### config.mk
export PLATFORM = sky130hd
export DESIGN_NAME = timer_type_a
export DESIGN_NICKNAME = d
export VERILOG_FILES = /design/src/hdl/timer_pwm_pkg.sv /design/src/hdl/timer_type_a.sv
export SDC_FILE = /design/constraint.sdc
export NUM_CORES = 1
export LEC_CHECK = 0
export BUFFER_PORTS_ARGS = -buffer_cell sky130_fd_sc_hd__buf_2
export CORE_UTILIZATION = 30
export DETAILED_ROUTE_END_ITERATION = 10
export MAX_ROUTING_LAYER = met4
export SKIP_LAST_GASP = 1
export SLEW_MARGIN = 20
export SYNTH_ARGS = -nofsm -noshare
export SYNTH_HDL_FRONTEND = slang
export SYNTH_SLANG_ARGS = --single-unit
### constraint.sdc
create_clock -name clk -period 5.9 [get_ports clk]
set_clock_uncertainty 0.1 [all_clocks]
set_input_delay 0.295 -clock clk [delete_from_list [all_inputs] [get_ports clk]]
set_output_delay 0.295 -clock clk [all_outputs]
set_load 0.02 [all_outputs]
### src/hdl/timer_pwm_pkg.sv
// Purpose: Shared constants and types for the split-capable PWM timer.
// Assumes: One 20 MHz clock; software fields arrive as plain ports.
// Notes:   Functional notes follow; tags are used in the timer module.
// Functional notes
// RULE_01: Single-slope PWM counts upward only.
// RULE_02: Software keeps single-slope period at least 0x0002.
// RULE_03: Single-slope period lasts period plus one ticks.
// RULE_04: Dual-slope alternates direction; set/clear on matches.
// RULE_05: Dual-slope compare bottom low, top high.
// RULE_06: Software keeps dual-slope period at least 0x0003.
// RULE_07: Dual-slope period spans twice period ticks.
// RULE_08: Enabled channel waveform overrides pin value.
// RULE_09: Commands come through the command code port.
// RULE_10: Update command copies buffers despite lock.
// RULE_11: Restart zeroes counter, direction, waveform outputs.
// RULE_12: Reset command restores registers, only when disabled.
// RULE_13: Split mode gives two 8-bit down-counters.
// RULE_14: Split mode ignores event inputs.
// RULE_15: High byte gives underflow only, no compare.
// RULE_16: Split mode leaves buffers unused; byte access.
// RULE_17: Mode switch keeps register contents unchanged.
// RULE_18: Split start: split bit, period, then enable.
// RULE_19: One-cycle event pulses for overflow, underflow, compares.
// RULE_20: Event pulses match interrupt flag conditions.
// RULE_21: Event input drives counting per action field.
// RULE_22: Level event sources toggle slower than ticks.
// RULE_23: Natural update copies valid buffers unless locked.
// RULE_24: Event actions encoded 0 to 3.

package timer_pwm_pkg;

   localparam int CNT_W = 16;      // Counter and period width
   localparam int BYTE_W = 8;      // Split-mode half width
   localparam int N_CH = 3;        // Compare channels per timer
   localparam int N_PIN = 6;       // Pins: three low plus three high in split mode
   localparam int PSC_W = 10;      // Prescaler counter width (largest divider 1024)
   localparam int BV_W = 4;        // Buffer valid flags: period plus three compares
   localparam int BV_PER = 0;      // Period buffer valid bit
   localparam int BV_CMP0 = 1;     // First compare buffer valid bit

   localparam logic [CNT_W-1:0] CNT_RESET = 16'h0000;
   localparam logic [CNT_W-1:0] PER_RESET = 16'hffff;
   localparam logic [CNT_W-1:0] CMP_RESET = 16'h0000;
   localparam logic [CNT_W-1:0] CNT_ZERO = 16'h0000;
   localparam logic [CNT_W-1:0] CNT_ONE = 16'h0001;
   localparam logic [BYTE_W-1:0] BYTE_ZERO = 8'h00;
   localparam logic [BYTE_W-1:0] BYTE_ONE = 8'h01;

   // Prescaler masks, index is the clock select value (dividers 1..1024)
   localparam logic [PSC_W-1:0] PSC_MASK [8] = '{10'h000, 10'h001, 10'h003, 10'h007,
                                                 10'h00f, 10'h03f, 10'h0ff, 10'h3ff};

   // Waveform generation modes
   typedef enum logic [2:0] {
      WG_NORMAL = 3'h0,
      WG_FREQ = 3'h1,
      WG_SINGLE = 3'h3,
      WG_DUAL_TOP = 3'h5,
      WG_DUAL_BOTH = 3'h6,
      WG_DUAL_BOTTOM = 3'h7
   } wg_mode_t;

   // Software commands; none is the idle code
   typedef enum logic [1:0] {
      CMD_NONE = 2'h0,
      CMD_UPDATE = 2'h1,
      CMD_RESTART = 2'h2,
      CMD_RESET = 2'h3
   } cmd_t;

   // Event count actions
   typedef enum logic [1:0] {
      EVA_RISE = 2'h0,
      EVA_ANY = 2'h1,
      EVA_HIGH = 2'h2,
      EVA_DIR = 2'h3
   } event_action_field_t;

   // Register write targets
   typedef enum logic [2:0] {
      WT_CNT = 3'h0,
      WT_PER = 3'h1,
      WT_PERBUF = 3'h2,
      WT_CMP = 3'h3,
      WT_CMPBUF = 3'h4
   } wr_target_t;

   // One register write with byte enables
   typedef struct packed {
      logic en;
      wr_target_t target;
      logic [1:0] idx;
      logic [1:0] byte_en;
      logic [CNT_W-1:0] data;
   } reg_write_t;

   // Generated event pulses
   typedef struct packed {
      logic overflow_or_low_underflow_event;
      logic high_underflow_event;
      logic [N_CH-1:0] cmp;
   } event_pulses_t;

   // Merge written bytes into an old 16-bit value
   function automatic logic [CNT_W-1:0] merge_bytes(input logic [CNT_W-1:0] old,
                                                    input logic [CNT_W-1:0] data,
                                                    input logic [1:0] be);
      merge_bytes = {be[1] ? data[CNT_W-1:BYTE_W] : old[CNT_W-1:BYTE_W],
                     be[0] ? data[BYTE_W-1:0] : old[BYTE_W-1:0]};
   endfunction : merge_bytes

   // Low and high byte of a 16-bit value
   function automatic logic [BYTE_W-1:0] lo_byte(input logic [CNT_W-1:0] v);
      lo_byte = v[BYTE_W-1:0];
   endfunction : lo_byte

   function automatic logic [BYTE_W-1:0] hi_byte(input logic [CNT_W-1:0] v);
      hi_byte = v[CNT_W-1:BYTE_W];
   endfunction : hi_byte

endpackage : timer_pwm_pkg

### src/hdl/timer_type_a.sv
// Purpose: 16-bit PWM timer with split 8-bit mode, commands and event I/O.
// Assumes: All inputs synchronous to clk; software fields held as levels.
// Notes:   Commands and register writes are one-cycle strobes.
`timescale 1ns/1ps

module timer_type_a (
   input wire logic clk,
   input wire logic rstn,
   input wire logic enable,                        // Timer running
   input wire logic [2:0] prescaler_select,        // Clock divider select
   input wire logic [2:0] waveform_mode_select,    // Waveform mode
   input wire logic [5:0] channel_output_enable,   // Low three, then high three
   input wire logic split_enable,                  // Two 8-bit timers
   input wire logic lock_update,                   // Block natural updates
   input wire logic dir_write,                     // Strobe: load direction
   input wire logic dir_value,                     // Direction, 1 = down
   input wire logic [1:0] control_e_set_side,      // Command code strobe
   input wire timer_pwm_pkg::reg_write_t wr,       // Register write
   input wire logic event_in,                      // Routed event level
   input wire logic event_count_enable,            // Count on events
   input wire logic [1:0] event_action_field,      // Event action
   input wire logic [5:0] port_out,                // Port's own output values
   output logic [5:0] pin_value,                   // Value reaching the pins
   output logic [5:0] waveform_output,             // Waveform outputs
   output logic [15:0] counter_value,              // Counter
   output logic [15:0] period_value,               // Period in use
   output logic [3:0] buffer_valid,                // Buffer valid flags
   output logic count_down,                        // Direction state
   output timer_pwm_pkg::event_pulses_t events     // Event pulses
);

   localparam int CW = timer_pwm_pkg::CNT_W;
   localparam int BW = timer_pwm_pkg::BYTE_W;
   localparam int NC = timer_pwm_pkg::N_CH;

   // State
   logic [CW-1:0] cnt_r, cnt_nxt;                 // Counter
   logic dir_r, dir_nxt;                          // 1 = counting down
   logic [CW-1:0] per_r, per_nxt;                 // Period
   logic [CW-1:0] per_buf_r, per_buf_nxt;         // Period buffer
   logic [CW-1:0] cmp_r [NC];                     // Compare values
   logic [CW-1:0] cmp_nxt [NC];
   logic [CW-1:0] cmp_buf_r [NC];                 // Compare buffers
   logic [CW-1:0] cmp_buf_nxt [NC];
   logic [3:0] bv_r, bv_nxt;                      // Buffer valid flags
   logic [timer_pwm_pkg::PSC_W-1:0] psc_r;        // Prescaler counter
   logic ev_prev_r;                               // Event level last cycle
   logic [5:0] wo_r, wo_nxt;                      // Waveform outputs
   logic [5:0] pin_r;                             // Pin values
   timer_pwm_pkg::event_pulses_t evt_r, evt_nxt;  // Event pulses

   // Mode decode
   timer_pwm_pkg::wg_mode_t mode;
   timer_pwm_pkg::cmd_t cmd;
   timer_pwm_pkg::event_action_field_t act;
   assign mode = timer_pwm_pkg::wg_mode_t'(waveform_mode_select);
   assign cmd = timer_pwm_pkg::cmd_t'(control_e_set_side);
   assign act = timer_pwm_pkg::event_action_field_t'(event_action_field);

   wire is_single = (mode == timer_pwm_pkg::WG_SINGLE);
   wire is_dual = (mode == timer_pwm_pkg::WG_DUAL_TOP) || (mode == timer_pwm_pkg::WG_DUAL_BOTH)
                  || (mode == timer_pwm_pkg::WG_DUAL_BOTTOM);
   wire is_freq = (mode == timer_pwm_pkg::WG_FREQ);
   wire is_wave = is_single || is_dual || is_freq;

   // Commands act in the cycle they are written
   wire cmd_update = (cmd == timer_pwm_pkg::CMD_UPDATE);   // see RULE_09
   wire cmd_restart = (cmd == timer_pwm_pkg::CMD_RESTART);
   // A reset command while running is simply dropped
   wire cmd_reset = (cmd == timer_pwm_pkg::CMD_RESET) && !enable;   // see RULE_12

   // Write decode
   wire wr_cnt = wr.en && (wr.target == timer_pwm_pkg::WT_CNT);
   wire wr_per = wr.en && (wr.target == timer_pwm_pkg::WT_PER);
   // Buffers are dead in split mode, so their writes are dropped there
   wire wr_perbuf = wr.en && (wr.target == timer_pwm_pkg::WT_PERBUF)
                    && !split_enable;   // see RULE_16
   wire wr_cmp = wr.en && (wr.target == timer_pwm_pkg::WT_CMP);
   wire wr_cmpbuf = wr.en && (wr.target == timer_pwm_pkg::WT_CMPBUF) && !split_enable;

   // Prescaler: tick when the masked low bits are all ones
   wire [timer_pwm_pkg::PSC_W-1:0] psc_mask = timer_pwm_pkg::PSC_MASK[prescaler_select];
   wire psc_hit = enable && ((psc_r & psc_mask) == psc_mask);   // see RULE_03

   // Event counting is bypassed in split mode
   wire ev_gate = event_count_enable && !split_enable;   // see RULE_14
   wire ev_rise = event_in && !ev_prev_r;
   wire ev_any = event_in ^ ev_prev_r;
   // Level actions sample on prescaled ticks; a source faster than that is missed
   wire ev_tick = (act == timer_pwm_pkg::EVA_RISE) ? ev_rise :
                  (act == timer_pwm_pkg::EVA_ANY) ? ev_any :
                  (act == timer_pwm_pkg::EVA_HIGH) ? (psc_hit && event_in) :
                  psc_hit;   // see RULE_21 RULE_24
   wire count_tick = enable && (ev_gate ? ev_tick : psc_hit);

   // Effective direction: single slope is up only, event level may steer
   wire down_eff = is_single ? 1'b0 :   // see RULE_01
                   is_dual ? dir_r :
                   (ev_gate && act == timer_pwm_pkg::EVA_DIR) ? event_in : dir_r;   // see RULE_21

   wire at_top = (cnt_r == per_r);
   wire at_bot = (cnt_r == timer_pwm_pkg::CNT_ZERO);

   // Dual-slope update/overflow points depend on the sub-mode
   wire dual_point = ((mode == timer_pwm_pkg::WG_DUAL_TOP) && at_top && !dir_r)
                     || ((mode == timer_pwm_pkg::WG_DUAL_BOTTOM) && at_bot && dir_r)
                     || ((mode == timer_pwm_pkg::WG_DUAL_BOTH)
                         && ((at_top && !dir_r) || (at_bot && dir_r)));
   wire wrap_point = down_eff ? at_bot : at_top;
   wire ovf_cond = count_tick && !split_enable && (is_dual ? dual_point : wrap_point);

   // Split halves underflow when they leave zero
   wire lo_zero = (timer_pwm_pkg::lo_byte(cnt_r) == timer_pwm_pkg::BYTE_ZERO);
   wire hi_zero = (timer_pwm_pkg::hi_byte(cnt_r) == timer_pwm_pkg::BYTE_ZERO);
   wire lunf = count_tick && split_enable && lo_zero;   // see RULE_13
   wire high_underflow_event = count_tick && split_enable && hi_zero;   // see RULE_15

   // Buffer copy: natural update honours lock, the command does not
   wire do_update = !split_enable
                    && (cmd_update || (ovf_cond && !lock_update));   // see RULE_10 RULE_23

   // Split-mode next halves: reload from the period byte at bottom
   wire [BW-1:0] lo_dec = lo_zero ? timer_pwm_pkg::lo_byte(per_r)
                          : timer_pwm_pkg::lo_byte(cnt_r) - timer_pwm_pkg::BYTE_ONE;
   wire [BW-1:0] hi_dec = hi_zero ? timer_pwm_pkg::hi_byte(per_r)
                          : timer_pwm_pkg::hi_byte(cnt_r) - timer_pwm_pkg::BYTE_ONE;

   // Compare matches; split mode only the low byte raises them
   logic [NC-1:0] cmp_hit;
   genvar g;
   generate
      for (g = 0; g < NC; g++) begin : g_match
         assign cmp_hit[g] = count_tick && (split_enable ?
            (timer_pwm_pkg::lo_byte(cnt_r) == timer_pwm_pkg::lo_byte(cmp_r[g])) :
            (cnt_r == cmp_r[g]));   // see RULE_15
      end
   endgenerate

   // Counter and direction next state
   always_comb begin
      cnt_nxt = cnt_r;
      dir_nxt = dir_r;
      if (dir_write) begin
         dir_nxt = dir_value;
      end
      if (count_tick) begin
         if (split_enable) begin
            cnt_nxt = {hi_dec, lo_dec};   // see RULE_13
         end else if (is_dual) begin
            // Turn at top and bottom: 2 x period ticks per cycle
            if (!dir_r) begin
               cnt_nxt = at_top ? cnt_r - timer_pwm_pkg::CNT_ONE
                                : cnt_r + timer_pwm_pkg::CNT_ONE;   // see RULE_04 RULE_07
               dir_nxt = at_top;
            end else begin
               cnt_nxt = at_bot ? cnt_r + timer_pwm_pkg::CNT_ONE
                                : cnt_r - timer_pwm_pkg::CNT_ONE;
               dir_nxt = !at_bot;
            end
         end else if (down_eff) begin
            cnt_nxt = at_bot ? per_r : cnt_r - timer_pwm_pkg::CNT_ONE;
         end else begin
            // Up: 0..period is period plus one ticks
            cnt_nxt = at_top ? timer_pwm_pkg::CNT_ZERO
                             : cnt_r + timer_pwm_pkg::CNT_ONE;   // see RULE_01 RULE_03
         end
      end
      // A counter write beats counting
      if (wr_cnt) begin
         cnt_nxt = timer_pwm_pkg::merge_bytes(cnt_r, wr.data, wr.byte_en);
      end
      if (cmd_restart) begin
         cnt_nxt = timer_pwm_pkg::CNT_ZERO;   // see RULE_11
         dir_nxt = 1'b0;
      end
   end

   // Period, compare and buffer next state
   always_comb begin
      per_nxt = per_r;
      per_buf_nxt = per_buf_r;
      bv_nxt = bv_r;
      // Update clears the flags; a write in the same cycle keeps its flag
      if (do_update) begin
         if (bv_r[timer_pwm_pkg::BV_PER]) begin
            per_nxt = per_buf_r;
         end
         bv_nxt = '0;
      end
      if (wr_per) begin
         per_nxt = timer_pwm_pkg::merge_bytes(per_r, wr.data, wr.byte_en);
      end
      if (wr_perbuf) begin
         per_buf_nxt = timer_pwm_pkg::merge_bytes(per_buf_r, wr.data, wr.byte_en);
         bv_nxt[timer_pwm_pkg::BV_PER] = 1'b1;
      end
      for (int i = 0; i < NC; i++) begin
         cmp_nxt[i] = cmp_r[i];
         cmp_buf_nxt[i] = cmp_buf_r[i];
         if (do_update && bv_r[timer_pwm_pkg::BV_CMP0 + i]) begin
            cmp_nxt[i] = cmp_buf_r[i];   // see RULE_23
         end
         if (wr_cmp && (int'(wr.idx) == i)) begin
            cmp_nxt[i] = timer_pwm_pkg::merge_bytes(cmp_r[i], wr.data, wr.byte_en);
         end
         if (wr_cmpbuf && (int'(wr.idx) == i)) begin
            cmp_buf_nxt[i] = timer_pwm_pkg::merge_bytes(cmp_buf_r[i], wr.data, wr.byte_en);
            bv_nxt[timer_pwm_pkg::BV_CMP0 + i] = 1'b1;
         end
      end
   end

   // Waveform next state from the count being entered
   always_comb begin
      wo_nxt = wo_r;
      if (count_tick) begin
         for (int i = 0; i < NC; i++) begin
            if (split_enable) begin
               // Down-count single slope per byte
               wo_nxt[i] = timer_pwm_pkg::lo_byte(cnt_nxt) < timer_pwm_pkg::lo_byte(cmp_r[i]);
               wo_nxt[i+NC] = timer_pwm_pkg::hi_byte(cnt_nxt)
                              < timer_pwm_pkg::hi_byte(cmp_r[i]);   // see RULE_13
            end else if (is_single) begin
               // High from bottom until the match; cmp zero is static low
               wo_nxt[i] = cnt_nxt < cmp_r[i];
            end else if (is_dual) begin
               // Set below the match both ways; cmp equal top holds high
               wo_nxt[i] = (cmp_r[i] == per_r) || (cnt_nxt < cmp_r[i]);   // see RULE_04 RULE_05
            end else if (is_freq) begin
               wo_nxt[i] = wo_r[i] ^ cmp_hit[i];
            end
         end
      end
      if (cmd_restart) begin
         wo_nxt = '0;   // see RULE_11
      end
   end

   // Events fire with the same conditions as the flags
   always_comb begin
      evt_nxt.overflow_or_low_underflow_event = split_enable ? lunf : ovf_cond;   // see RULE_19 RULE_20
      evt_nxt.high_underflow_event = high_underflow_event;
      evt_nxt.cmp = cmp_hit;
   end

   // Main registers; reset command returns everything to its initial value
   always_ff @(posedge clk) begin
      if (!rstn || cmd_reset) begin   // see RULE_12
         cnt_r <= timer_pwm_pkg::CNT_RESET;
         dir_r <= 1'b0;
         per_r <= timer_pwm_pkg::PER_RESET;
         per_buf_r <= timer_pwm_pkg::PER_RESET;
         bv_r <= '0;
         wo_r <= '0;
         evt_r <= '0;
         for (int i = 0; i < NC; i++) begin
            cmp_r[i] <= timer_pwm_pkg::CMP_RESET;
            cmp_buf_r[i] <= timer_pwm_pkg::CMP_RESET;
         end
      end else begin
         cnt_r <= cnt_nxt;
         dir_r <= dir_nxt;
         per_r <= per_nxt;
         per_buf_r <= per_buf_nxt;
         bv_r <= bv_nxt;
         wo_r <= wo_nxt;
         evt_r <= evt_nxt;
         for (int i = 0; i < NC; i++) begin
            cmp_r[i] <= cmp_nxt[i];
            cmp_buf_r[i] <= cmp_buf_nxt[i];
         end
      end
   end

   // Prescaler restarts whenever the timer stops
   always_ff @(posedge clk) begin
      if (!rstn || !enable) begin
         psc_r <= '0;
      end else begin
         psc_r <= psc_r + 1'b1;
      end
   end

   // A reset command clears the waveforms, so the pins must not show the stale next value
   wire [timer_pwm_pkg::N_PIN-1:0] wo_pin = cmd_reset ? '0 : wo_nxt;   // see RULE_12

   // Event edge history and pin override
   always_ff @(posedge clk) begin
      if (!rstn) begin
         ev_prev_r <= 1'b0;
         pin_r <= '0;
      end else begin
         ev_prev_r <= event_in;
         for (int i = 0; i < timer_pwm_pkg::N_PIN; i++) begin
            // Override only with channel enabled and a waveform mode chosen
            pin_r[i] <= (channel_output_enable[i] && is_wave) ? wo_pin[i] : port_out[i];   // see RULE_08
         end
      end
   end

   assign pin_value = pin_r;
   assign waveform_output = wo_r;
   assign counter_value = cnt_r;
   assign period_value = per_r;
   assign buffer_valid = bv_r;
   assign count_down = dir_r;
   assign events = evt_r;

   // Checks
   wire quiet = !wr.en && (cmd == timer_pwm_pkg::CMD_NONE);
endmodule : timer_type_a

Word level (Yosys, flattened, before mapping):

Memory sizes are Yosys's and may differ from the RTL's.
Cells that the tools add are included.

* flip-flop bits (word level): 81
* latch bits: 0
* bits in writable memories: 96
* bits in read-only memories: 80
* input bits: 55
* output and inout port bits: 54
* word-level logic and storage cells: 259
* memories: 3

Memories
* (name not given): depth 8, width 10, read ports 1, clocked after memory_dff 0, write ports 0, line timer_type_a.sv:82 `wire [timer_pwm_pkg::PSC_W-1:0] psc_mask = timer_pwm_pkg::PSC_MASK[prescaler_select];`
* cmp_buf_r: depth 3, width 16, read ports 3, clocked after memory_dff 0, write ports 3, line timer_type_a.sv:43 `logic [CW-1:0] cmp_buf_r [NC];`
* cmp_r: depth 3, width 16, read ports 3, clocked after memory_dff 0, write ports 3, line timer_type_a.sv:41 `logic [CW-1:0] cmp_r [NC];`

* add/subtract/negate cells: 5
* multiply operators: 0
* divide/modulo/power cells: 0
* order comparisons: 10
* eq/ne operators: 30
* shift operators: 0
* mux-type cells: 99
* bitwise gates (word level): 12
* reduce and logical (&&, ||, !) cells: 83

Operators with widths (number)
* $mux W16: 29
* $mux W8: 18
* $eq A16 B16 Y1: 7
* $lt A16 B16 Y1: 3
* $lt A8 B8 Y1: 6
* $logic_and A1 B1 Y1: 46
* $mux W1: 46
* $eq A8 B8 Y1: 3
* $mux W10: 2
* $mux W6: 3
* $add A16 B1 Y16 const B: 1
* $logic_not A16 Y1: 1
* $logic_not A8 Y1: 2
* $sub A16 B1 Y16 const B: 1
* $sub A8 B1 Y8 const B: 2
* $logic_or A1 B1 Y1: 13
* $eq A2 B2 Y1 const B: 6
* $eq A3 B3 Y1 const B: 4
* $reduce_bool A2 Y1: 6
* $add A10 B1 Y10 const B: 1
* $and A10 B10 Y10: 1
* $eq A10 B10 Y1: 1
* $eq A3 B2 Y1 const B: 3
* $logic_not A1 Y1: 7
* other kinds (13): 27

Longest topological paths before layout:

Gate-level depths: netlist (run 1).

* depth in word-level cells: 25
* gate-level depth with buffers: 24
* mapped depth without buffers: 21

Worst setup path after synthesis (run 1):

No wires, ideal clock.

* path kind: flip-flop to flip-flop
* start: register cnt_r[0], in the netlist counter_value[0]
* end: register pin_r[2], in the netlist pin_value[2]
* setup time: 0.058 ns
* arrival time: 4.581 ns
* required time: 5.742 ns
* slack: 1.161 ns
* stages on the path, launching flop included: 24
* buffers on the path: 2
* period minus slack after synthesis: 4.739 ns
* path through: dfxtp_1 > buf_1 > inv_1 > ha_1 > nor3b_1 > and4_1 > buf_4 > nand2_1 > a2bb2oi_1 > nor2_1 > a211o_1 > a221oi_1 > o31ai_1 > and2_1 > ha_1 > and4_1 > nand4_1 > nor2_1 > a221oi_1 > nand2_1 > o31ai_1 > a32oi_1 > a21oi_1 > a31o_2

* word-level cells in the longest chain between the ends: 17
* elaborated cells between the ends (all ways): 35
* those cells by class: 3 x add/sub; 2 x order compare; 3 x eq/ne; 22 x mux; 1 x bitwise; 4 x reduce/logical

Ends and longest elaborated chain
* start, declared: line timer_type_a.sv:37 `logic [CW-1:0] cnt_r, cnt_nxt;`
* start signal, assigned: line timer_type_a.sv:249 `cnt_r <= timer_pwm_pkg::CNT_RESET;`
* start signal, assigned: line timer_type_a.sv:261 `cnt_r <= cnt_nxt;`
* $add A16 B1 Y16, or another cell as far along: line timer_type_a.sv:153, timer_type_a.sv:156, timer_type_a.sv:165
* $mux W16, on equally long branches
* $mux W16, on equally long branches: line timer_type_a.sv:160, timer_type_a.sv:151
* $mux W16: line timer_type_a.sv:149 `end else if (is_dual) begin`
* $mux W16 *: line timer_type_a.sv:147 `if (split_enable) begin`
* $mux W16 *: line timer_type_a.sv:146 `if (count_tick) begin`
* $mux W16 *: line timer_type_a.sv:169 `if (wr_cnt) begin`
* $mux W16 *: line timer_type_a.sv:172 `if (cmd_restart) begin`
* via cnt_nxt[4]: line timer_type_a.sv:37
* (+1 left out)
* $logic_or A1 B1 Y1: line timer_type_a.sv:228 `wo_nxt[i] = (cmp_r[i] == per_r) || (cnt_nxt < cmp_r[i]);`
* $mux W1: line timer_type_a.sv:226 `end else if (is_dual) begin`
* $mux W1: line timer_type_a.sv:223 `end else if (is_single) begin`
* $mux W1 *: line timer_type_a.sv:218 `if (split_enable) begin`
* $mux W6 *: line timer_type_a.sv:216 `if (count_tick) begin`
* $mux W6 *: line timer_type_a.sv:234 `if (cmd_restart) begin`
* $mux W6 *: line timer_type_a.sv:285 `wire [timer_pwm_pkg::N_PIN-1:0] wo_pin = cmd_reset ? '0 : wo_nxt;`
* $mux W1 *: line timer_type_a.sv:296 `pin_r[i] <= (channel_output_enable[i] && is_wave) ? wo_pin[i] : port_out[i];`
* end signal, assigned by index: line timer_type_a.sv:296
* end, declared: line timer_type_a.sv:49 `logic [5:0] pin_r;`

Mark *: on every way through the listed nets, which the timed path passes. The rest lies on a longest branch.
A chain may end at the register's enable or synchronous reset.

Worst setup path in the final report (run 1):

* start: register cnt_r[0], in the netlist counter_value[0]
* end: register pin_r[1], in the netlist pin_value[1]

* word-level cells in the longest chain between the ends: 17
* elaborated cells between the ends (all ways): 35
* those cells by class: 3 x add/sub; 2 x order compare; 3 x eq/ne; 22 x mux; 1 x bitwise; 4 x reduce/logical

Ends and longest elaborated chain (line)
* $add A16 B1 Y16, or another cell as far along: timer_type_a.sv:153, timer_type_a.sv:156, timer_type_a.sv:165
* $mux W16, on equally long branches
* $mux W16, on equally long branches: timer_type_a.sv:160, timer_type_a.sv:151
* $mux W16 *: timer_type_a.sv:149
* $mux W16 *: timer_type_a.sv:147
* $mux W16 *: timer_type_a.sv:146
* $mux W16 *: timer_type_a.sv:169
* $mux W16 *: timer_type_a.sv:172
* via cnt_nxt[10]: timer_type_a.sv:37
* (+1 left out)
* $logic_or A1 B1 Y1: timer_type_a.sv:228
* $mux W1: timer_type_a.sv:226
* $mux W1 *: timer_type_a.sv:223
* $mux W1 *: timer_type_a.sv:218
* $mux W6 *: timer_type_a.sv:216
* $mux W6 *: timer_type_a.sv:234
* $mux W6 *: timer_type_a.sv:285
* $mux W1 *: timer_type_a.sv:296

Marked as above.

==> results.ini, run 1 <==
[timing]
tightest_slew_ns=1.21
post-route-min-period_ns=5.47
hold_viol=0
period_share_pct=92.8
drv_slew=0
setup_ws_ns=0.426
finalSetupTns_ns=0
grt_setup_unrepaired=no
slew_headroom_pct=19.4
setup_viol=0
clock.fmax_mhz=183

[yosys]
synth_warnings=0
syn_inst=1560
synth_area_mm2=0.0122
synth_flop_cell=dfxtp_1
synth-xor-area-share_pct=9.86
syn-num-nets=1670
yosys.area.top_type=dfxtp_1
avgSynthCellArea_um2=7.80
ys_top_cells_by_area=dfxtp_1 (29%), mux2i_1 (6.7%), ha_1 (5.7%)
synth_simple_gate_area_share_pct=22.0
synth_compound_area_share_pct=18.9
synth_fa_ha_area_share_pct=5.74
synth_top_family_by_area=simple AND/OR/NAND/NOR gates
synth_async_sr_flop_share_pct=0
synth_top_cell_area_share_pct=29.1
ys_seq_elements=177
synth_edf_count=0
synth-seq-area-share_pct=29.1
synth_mux_area_share_pct=7.22
ys_types=67

[setup_path]
arrival_ns=5.77
reg2regPathDepth=23
cp-end-kind=flop
crit_family=compound AO/OA/AOI/OAI gates
path_depth=23
crit_required_ns=6.20
cp_common_cell=a21oi_1
cp-start-kind=flop
critPathMaxStageDelay_ns=0.58
crit_fanout=14
crit_type=reg2reg
path_cells=buf_4, xor2_1, nor4_1, nand4_1, buf_4, a2bb2oi_1, buf_4, nor2_1, a221oi_1, a22oi_1, a21oi_1, nor2_2, ha_1, a21o_1, a21oi_1, nor2b_1, o21ai_0, a21oi_1, a21oi_1, a21boi_0, o31a_1, o31ai_1, dlygate4sd3_1
cp_slowest_cell=dlygate4sd3_1
cp_num_buf_inv=4

[clock_network]
cts_max_path_buffers=2
cts_tree=yes
clock_sinks=177
clk_pin_slew_ns=0.07
insertion_delay_ns=0.47
cts-root-buf=clkbuf_16
cts_buffers=17
h-tree-depth=4

[drt]
wl_per_cell_um=21.5
first_pass_iters=6
wl_met3_mm=3.79
routed_wl_mm=46.3
top_layer=met4
vias_per_cell=5.55
routed-wl-met2_mm=19.3
dr.first_iter.drc_count=1309
remaining_drc_errors=0
wl_met1_mm=22.2
vias=12000
drtAntennaViolNets=0

[grt]
grt_pass1_wl_mm=70.2
overflow=0
grtUsageTotal_pct=23.2
grt_max_degree=95
grt_pass1_vias=11200
grt_antenna_before_repair=0

[job]
drv_cap=0

[die]
start_util_pct=30.6
fp-row-count=73
dieArea_mm2=0.0414
pin_count=109
die_y_um=203
die_w_um=203
design.core.area_mm2=0.0398

[final_layout]
multi_input_area_mm2=0.00781
synthToLayoutAreaGrowth_pct=14.3
seqCellArea_mm2=0.00355
n_antenna_cell=0
final_layout_size_suffix_gt1_share_pct=14.6
final_nets=1730
num-fill-cells=4214

[worst_hold_path]
min_path_type=in2reg
hold_depth=2

[power]
p_leak_nw=5.36
total_power_w=0.00303
power.density_mw_per_mm2=218
peakVddDrop_v=0.000157

[placement]
place_congestion=0.937
place_ws_ns=0.756
hpwl_mm=34.6
portBuffers=108

[run_status]
status=completed

layout by cell type, fill, tap and decap left out, types with 56 or more instances in the layout:
cell type    n
nand2_1    158
xnor2_1     73
nand3_1     92
dfxtp_1    175
mux2i_1     81
a21oi_1    102
buf_4       56
nor2_1     151
inv_1       65
xor2_1      64
buf_2      108
layout make-up:
cell class                      count  area share, %
Inverter                           66           1.78
Multi-Input combinational cell   1186           56.2
Clock inverter                     13           1.26
Timing Repair Buffer              172           7.49
Tap cell                          525           4.73
Clock buffer                       17           3.06
Sequential cell                   177           25.5
cell usage after synthesis, types with 10 or more instances:
cell type  number
dfxtp_1       177
nand2_1       159
nor2_1        154
a21oi_1       102
nand3_1        92
clkbuf_1       84
mux2i_1        81
xnor2_1        73
inv_1          65
xor2_1         64
ha_1           55
a211oi_1       48
nor3_1         44
o21ai_0        39
a31oi_1        30
nand4_1        26
and2_1         21
buf_2          20
nor4_1         20
a21o_1         16
a221oi_1       11
buf_4          10
nand2b_1       10
or3_1          10
layer usage:
layer,GRT usage (%),vias to the layer above
met5,-,-
met4,7.60,0
met3,3.29,69
met2,32.4,566
met1,33.7,5714
li1,-,5624
flip-flops by register name, summed over array words and instances, names as in the netlist:
name / cells
buffer_valid: 4
counter_value: 16
count_down: 1
cmp_r: 48
pin_value: 6
psc_r: 10
ev_prev_r: 1
period_value: 16
waveform_output: 6
events: 5
per_buf_r: 16
cmp_buf_r: 48
cells by family (layout without fill, tap and decap cells):
kind of cell	after synthesis	in the layout
and+or+nand+nor	571	571
xor gates and xnor gates	137	137
muxes	87	87
AOI/OAI and AO/OA	335	335
buffers and inverters	197	268
DFF	177	177
adders and majority gates	56	56
metrics by stage:
step / util (%) / std cells / hold slack, ns / area (um^2)
after floorplan: - / 1560 / 0.317 / 12200
after global placement: 33.1 / 2118 / 0.340 / 13200
after detailed placement: 33.1 / 2118 / 0.347 / 13200
after CTS: 34.8 / 2156 / 0.00288 / 13900
after global routing: 34.9 / 2156 / 0.0187 / 13900
final: 34.9 / 2156 / 0.0156 / 13900
worst paths after layout:
path | startpoint | end | slack (ns)
worst max register to register | counter_value[0] | pin_value[1] | 0.43
worst max-delay path | counter_value[0] | pin_value[1] | 0.43
worst min-delay path | enable | psc_r[1] | 0.02
worst min register to register | cmp_buf_r[0][29] | cmp_buf_r[0][29] | 0.36
worst register-to-register path: cells and delay by family, from the launching register on:
kind,cells,cell delay (ns)
AO/OA/AOI/OAI,12,2.31
AND/OR/NAND/NOR,5,0.91
adder cells (fa/ha/maj),1,0.33
flip-flops,1,0.34
buffers and inverters,4,1.31
XOR/XNOR,1,0.13
power by group:
part | switching (W) | internal (W) | total [W]
Clock | 0.000545 | 0.000673 | 0.00122
Combinational | 0.000384 | 0.000203 | 0.000587
Sequential | 0.0000182 | 0.00121 | 0.00123
timing repair:
action	CTS	global route
gates resized for setup	0	5
hold buffers	8	0
setup buffers	0	0
endpoints found under the hold margin	6	0
setup endpoints to repair	0	2
No activity file was read; power rests on OpenSTA's default activity.
==> run 2, diff against run 1 <==
clock period = 6.3 ns   (was 5.9 ns; I/O delays follow)
==> results.ini, run 2 (synthesized netlist as in run 1, its figures left out) <==
[run_status]
status=completed

[placement]
hpwl_mm=33.5  ; -3.0%
portBuffers=108  ; unchanged
post-place-cells=2110  ; -0.38%
place_congestion=0.963  ; +2.8%

[job]
drv_cap=0  ; unchanged

[final_layout]
seqCellArea_mm2=0.00354  ; about the same
multi_input_area_mm2=0.00779  ; -0.29%
synthToLayoutAreaGrowth_pct=13.1
num-fill-cells=4215  ; +0.024%
fin_util_pct=34.6  ; -0.35 points
mostFrequentLayoutCell=dfxtp_1
reg_top3=cmp_buf_r: 48 flops, cmp_r: 48 flops
final_nets=1715  ; -0.87%
final_layout_size_suffix_gt1_share_pct=14.0  ; -0.56 points
final_cell_mix=dfxtp_1 (177), nand2_1 (158), nor2_1 (152), buf_2 (108), a21oi_1 (102)
n_antenna_cell=0  ; unchanged
fin_cells=2143  ; -0.60%

[power]
peakVddDrop_v=0.000172  ; +9.1%
seqPwrFrac_pct=40.8  ; +0.3 points
power.density_mw_per_mm2=204  ; -6.2%
p_leak_nw=5.28  ; -1.5%
intPower_w=0.00189  ; -9.4%
p_sw_w=0.000927  ; -2.0%
swShare_pct=32.9  ; +1.7 points
total_power_w=0.00281  ; -7.1%
clockPowerShare_pct=40.0  ; -0.2 points
comb_power_share_pct=19.2  ; -0.2 points

[clock_network]
h-tree-depth=4  ; unchanged
cts_buffers=17  ; unchanged
insertion_delay_ns=0.46  ; about the same
cts_tree=yes
cts-root-buf=clkbuf_16
clk_pin_slew_ns=0.08  ; about the same
post_cts_resized=0  ; unchanged
clock_sinks=177  ; unchanged
cts_hold_buffers=1  ; -7
postCtsSetupBuffers=0  ; unchanged
cts_max_path_buffers=2  ; unchanged

[worst_hold_path]
worstHoldStart=port_out[0]
hold_depth=3  ; +1
min_path_type=in2reg
hold_end=pin_value[0]

[die]
dieArea_mm2=0.0414  ; unchanged
start_util_pct=30.6  ; unchanged
die_w_um=203  ; unchanged
design.core.area_mm2=0.0398  ; unchanged
pin_count=109  ; unchanged
die_y_um=203  ; unchanged
fp-row-count=73  ; unchanged

[setup_path]
path_cells=inv_1, ha_1, nor3b_1, and4_1, nand2_1, a2bb2oi_1, nor3_1, a2111oi_0, a21oi_1, a21oi_1, nor2_1, ha_1, nand3_1, nor3_1, a221oi_1, a32oi_1, o31ai_1, a32oi_1, a21oi_1, a31o_2
crit_type=reg2reg
crit_required_ns=6.54  ; +0.34 ns
cp_common_cell=a21oi_1
cp_slowest_cell=dfxtp_1
r2r_slack_ns=0.68  ; +0.26 ns
critPathMaxStageDelay_ns=0.76  ; +0.18 ns
crit_fanout=15  ; +1
reg2reg_from=counter_value[0]
arrival_ns=5.86  ; +0.09 ns
reg2regPathDepth=20  ; -13%
r2r-end=pin_value[2]
cp-start-kind=flop
cp-end-kind=flop

[grt]
grt_pass1_wl_mm=68.4  ; -2.6%
grt_antenna_before_repair=0  ; unchanged
overflow=0  ; unchanged
grtUsageTotal_pct=22.5  ; -0.71 points
grt_max_degree=86  ; -9.5%
grt_pass1_vias=10900  ; -2.7%

[drt]
vias_per_cell=5.44  ; -2.1%
vias=11700  ; -2.6%
dr.first_iter.drc_count=1253  ; -4.3%
remaining_drc_errors=0  ; unchanged
drtAntennaViolNets=0  ; unchanged
wl_per_cell_um=21.2  ; -1.4%
routed_wl_mm=45.4  ; -2.0%
first_pass_iters=6  ; unchanged

[timing]
finalSetupTns_ns=0  ; unchanged
grt_setup_unrepaired=no
post-route-min-period_ns=5.62  ; +0.144 ns
tightest_slew_ns=1.02  ; -0.185 ns
hold_viol=0  ; unchanged
period_share_pct=89.2  ; -3.6 points
slew_headroom_pct=31.8  ; +12 points
drv_slew=0  ; unchanged
clock.fmax_mhz=178  ; -2.6%
setup_viol=0  ; unchanged

==> run 2: how the worst max path moves through the flow <==
stage | endpoint | cells after the start | from
after floorplan | pin_value[2] | 23 | counter_value[0]
after global placement | pin_value[2] | 21 | counter_value[0]
after detailed placement | pin_value[2] | 21 | counter_value[0]
after CTS | pin_value[2] | 21 | counter_value[0]
after global routing | pin_value[2] | 20 | counter_value[0]
final | pin_value[2] | 20 | counter_value[0]
==> run 2: worst max-delay path, delay by kind of cell, from the launching register on <==
family	cells	cell delay, ns
simple gates	7	1.38
flops	1	0.76
compound gates	10	2.43
buf+inv	1	0.22
fa+ha+maj	2	0.61
==> run 2: stage by stage <==
step	instance area, um^2	setup WS [ns]	hold slack [ns]
6_report	13800	0.682	0.0193
5_1_grt	13800	0.346	0.0296
4_1_cts	13800	0.864	0.000352
3_5_place_dp	13100	0.913	0.346
3_3_place_gp	13100	0.986	0.342
2_1_floorplan	12200	1.56	0.336
==> run 2: final cells by class <==
type	count	share of cell area (%)
Timing Repair Buffer	157	6.62
Multi-Input combinational cell	1186	56.6
Clock buffer	17	3.09
Clock inverter	15	1.40
Sequential cell	177	25.7
Tap cell	525	4.77
Inverter	66	1.80
==> run 2: power groups by stage <==
stage               registers, W  logic [W]  clock network (W)
CTS                      0.00115   0.000531            0.00114
global placement         0.00117   0.000524                  0
global route             0.00115   0.000587            0.00119
detailed placement       0.00117   0.000528                  0
finish                   0.00115   0.000540            0.00113
floorplan                0.00118   0.000354                  0
==> run 2: layer usage <==
| layer | GRT usage (%) | part of all wire (%) |
|---|---|---|
| met2 | 32.2 | 42 |
| met1 | 31.8 | 48 |
| met5 | - | 0 |
| met3 | 4.33 | 8.1 |
| met4 | 6.10 | 1.9 |
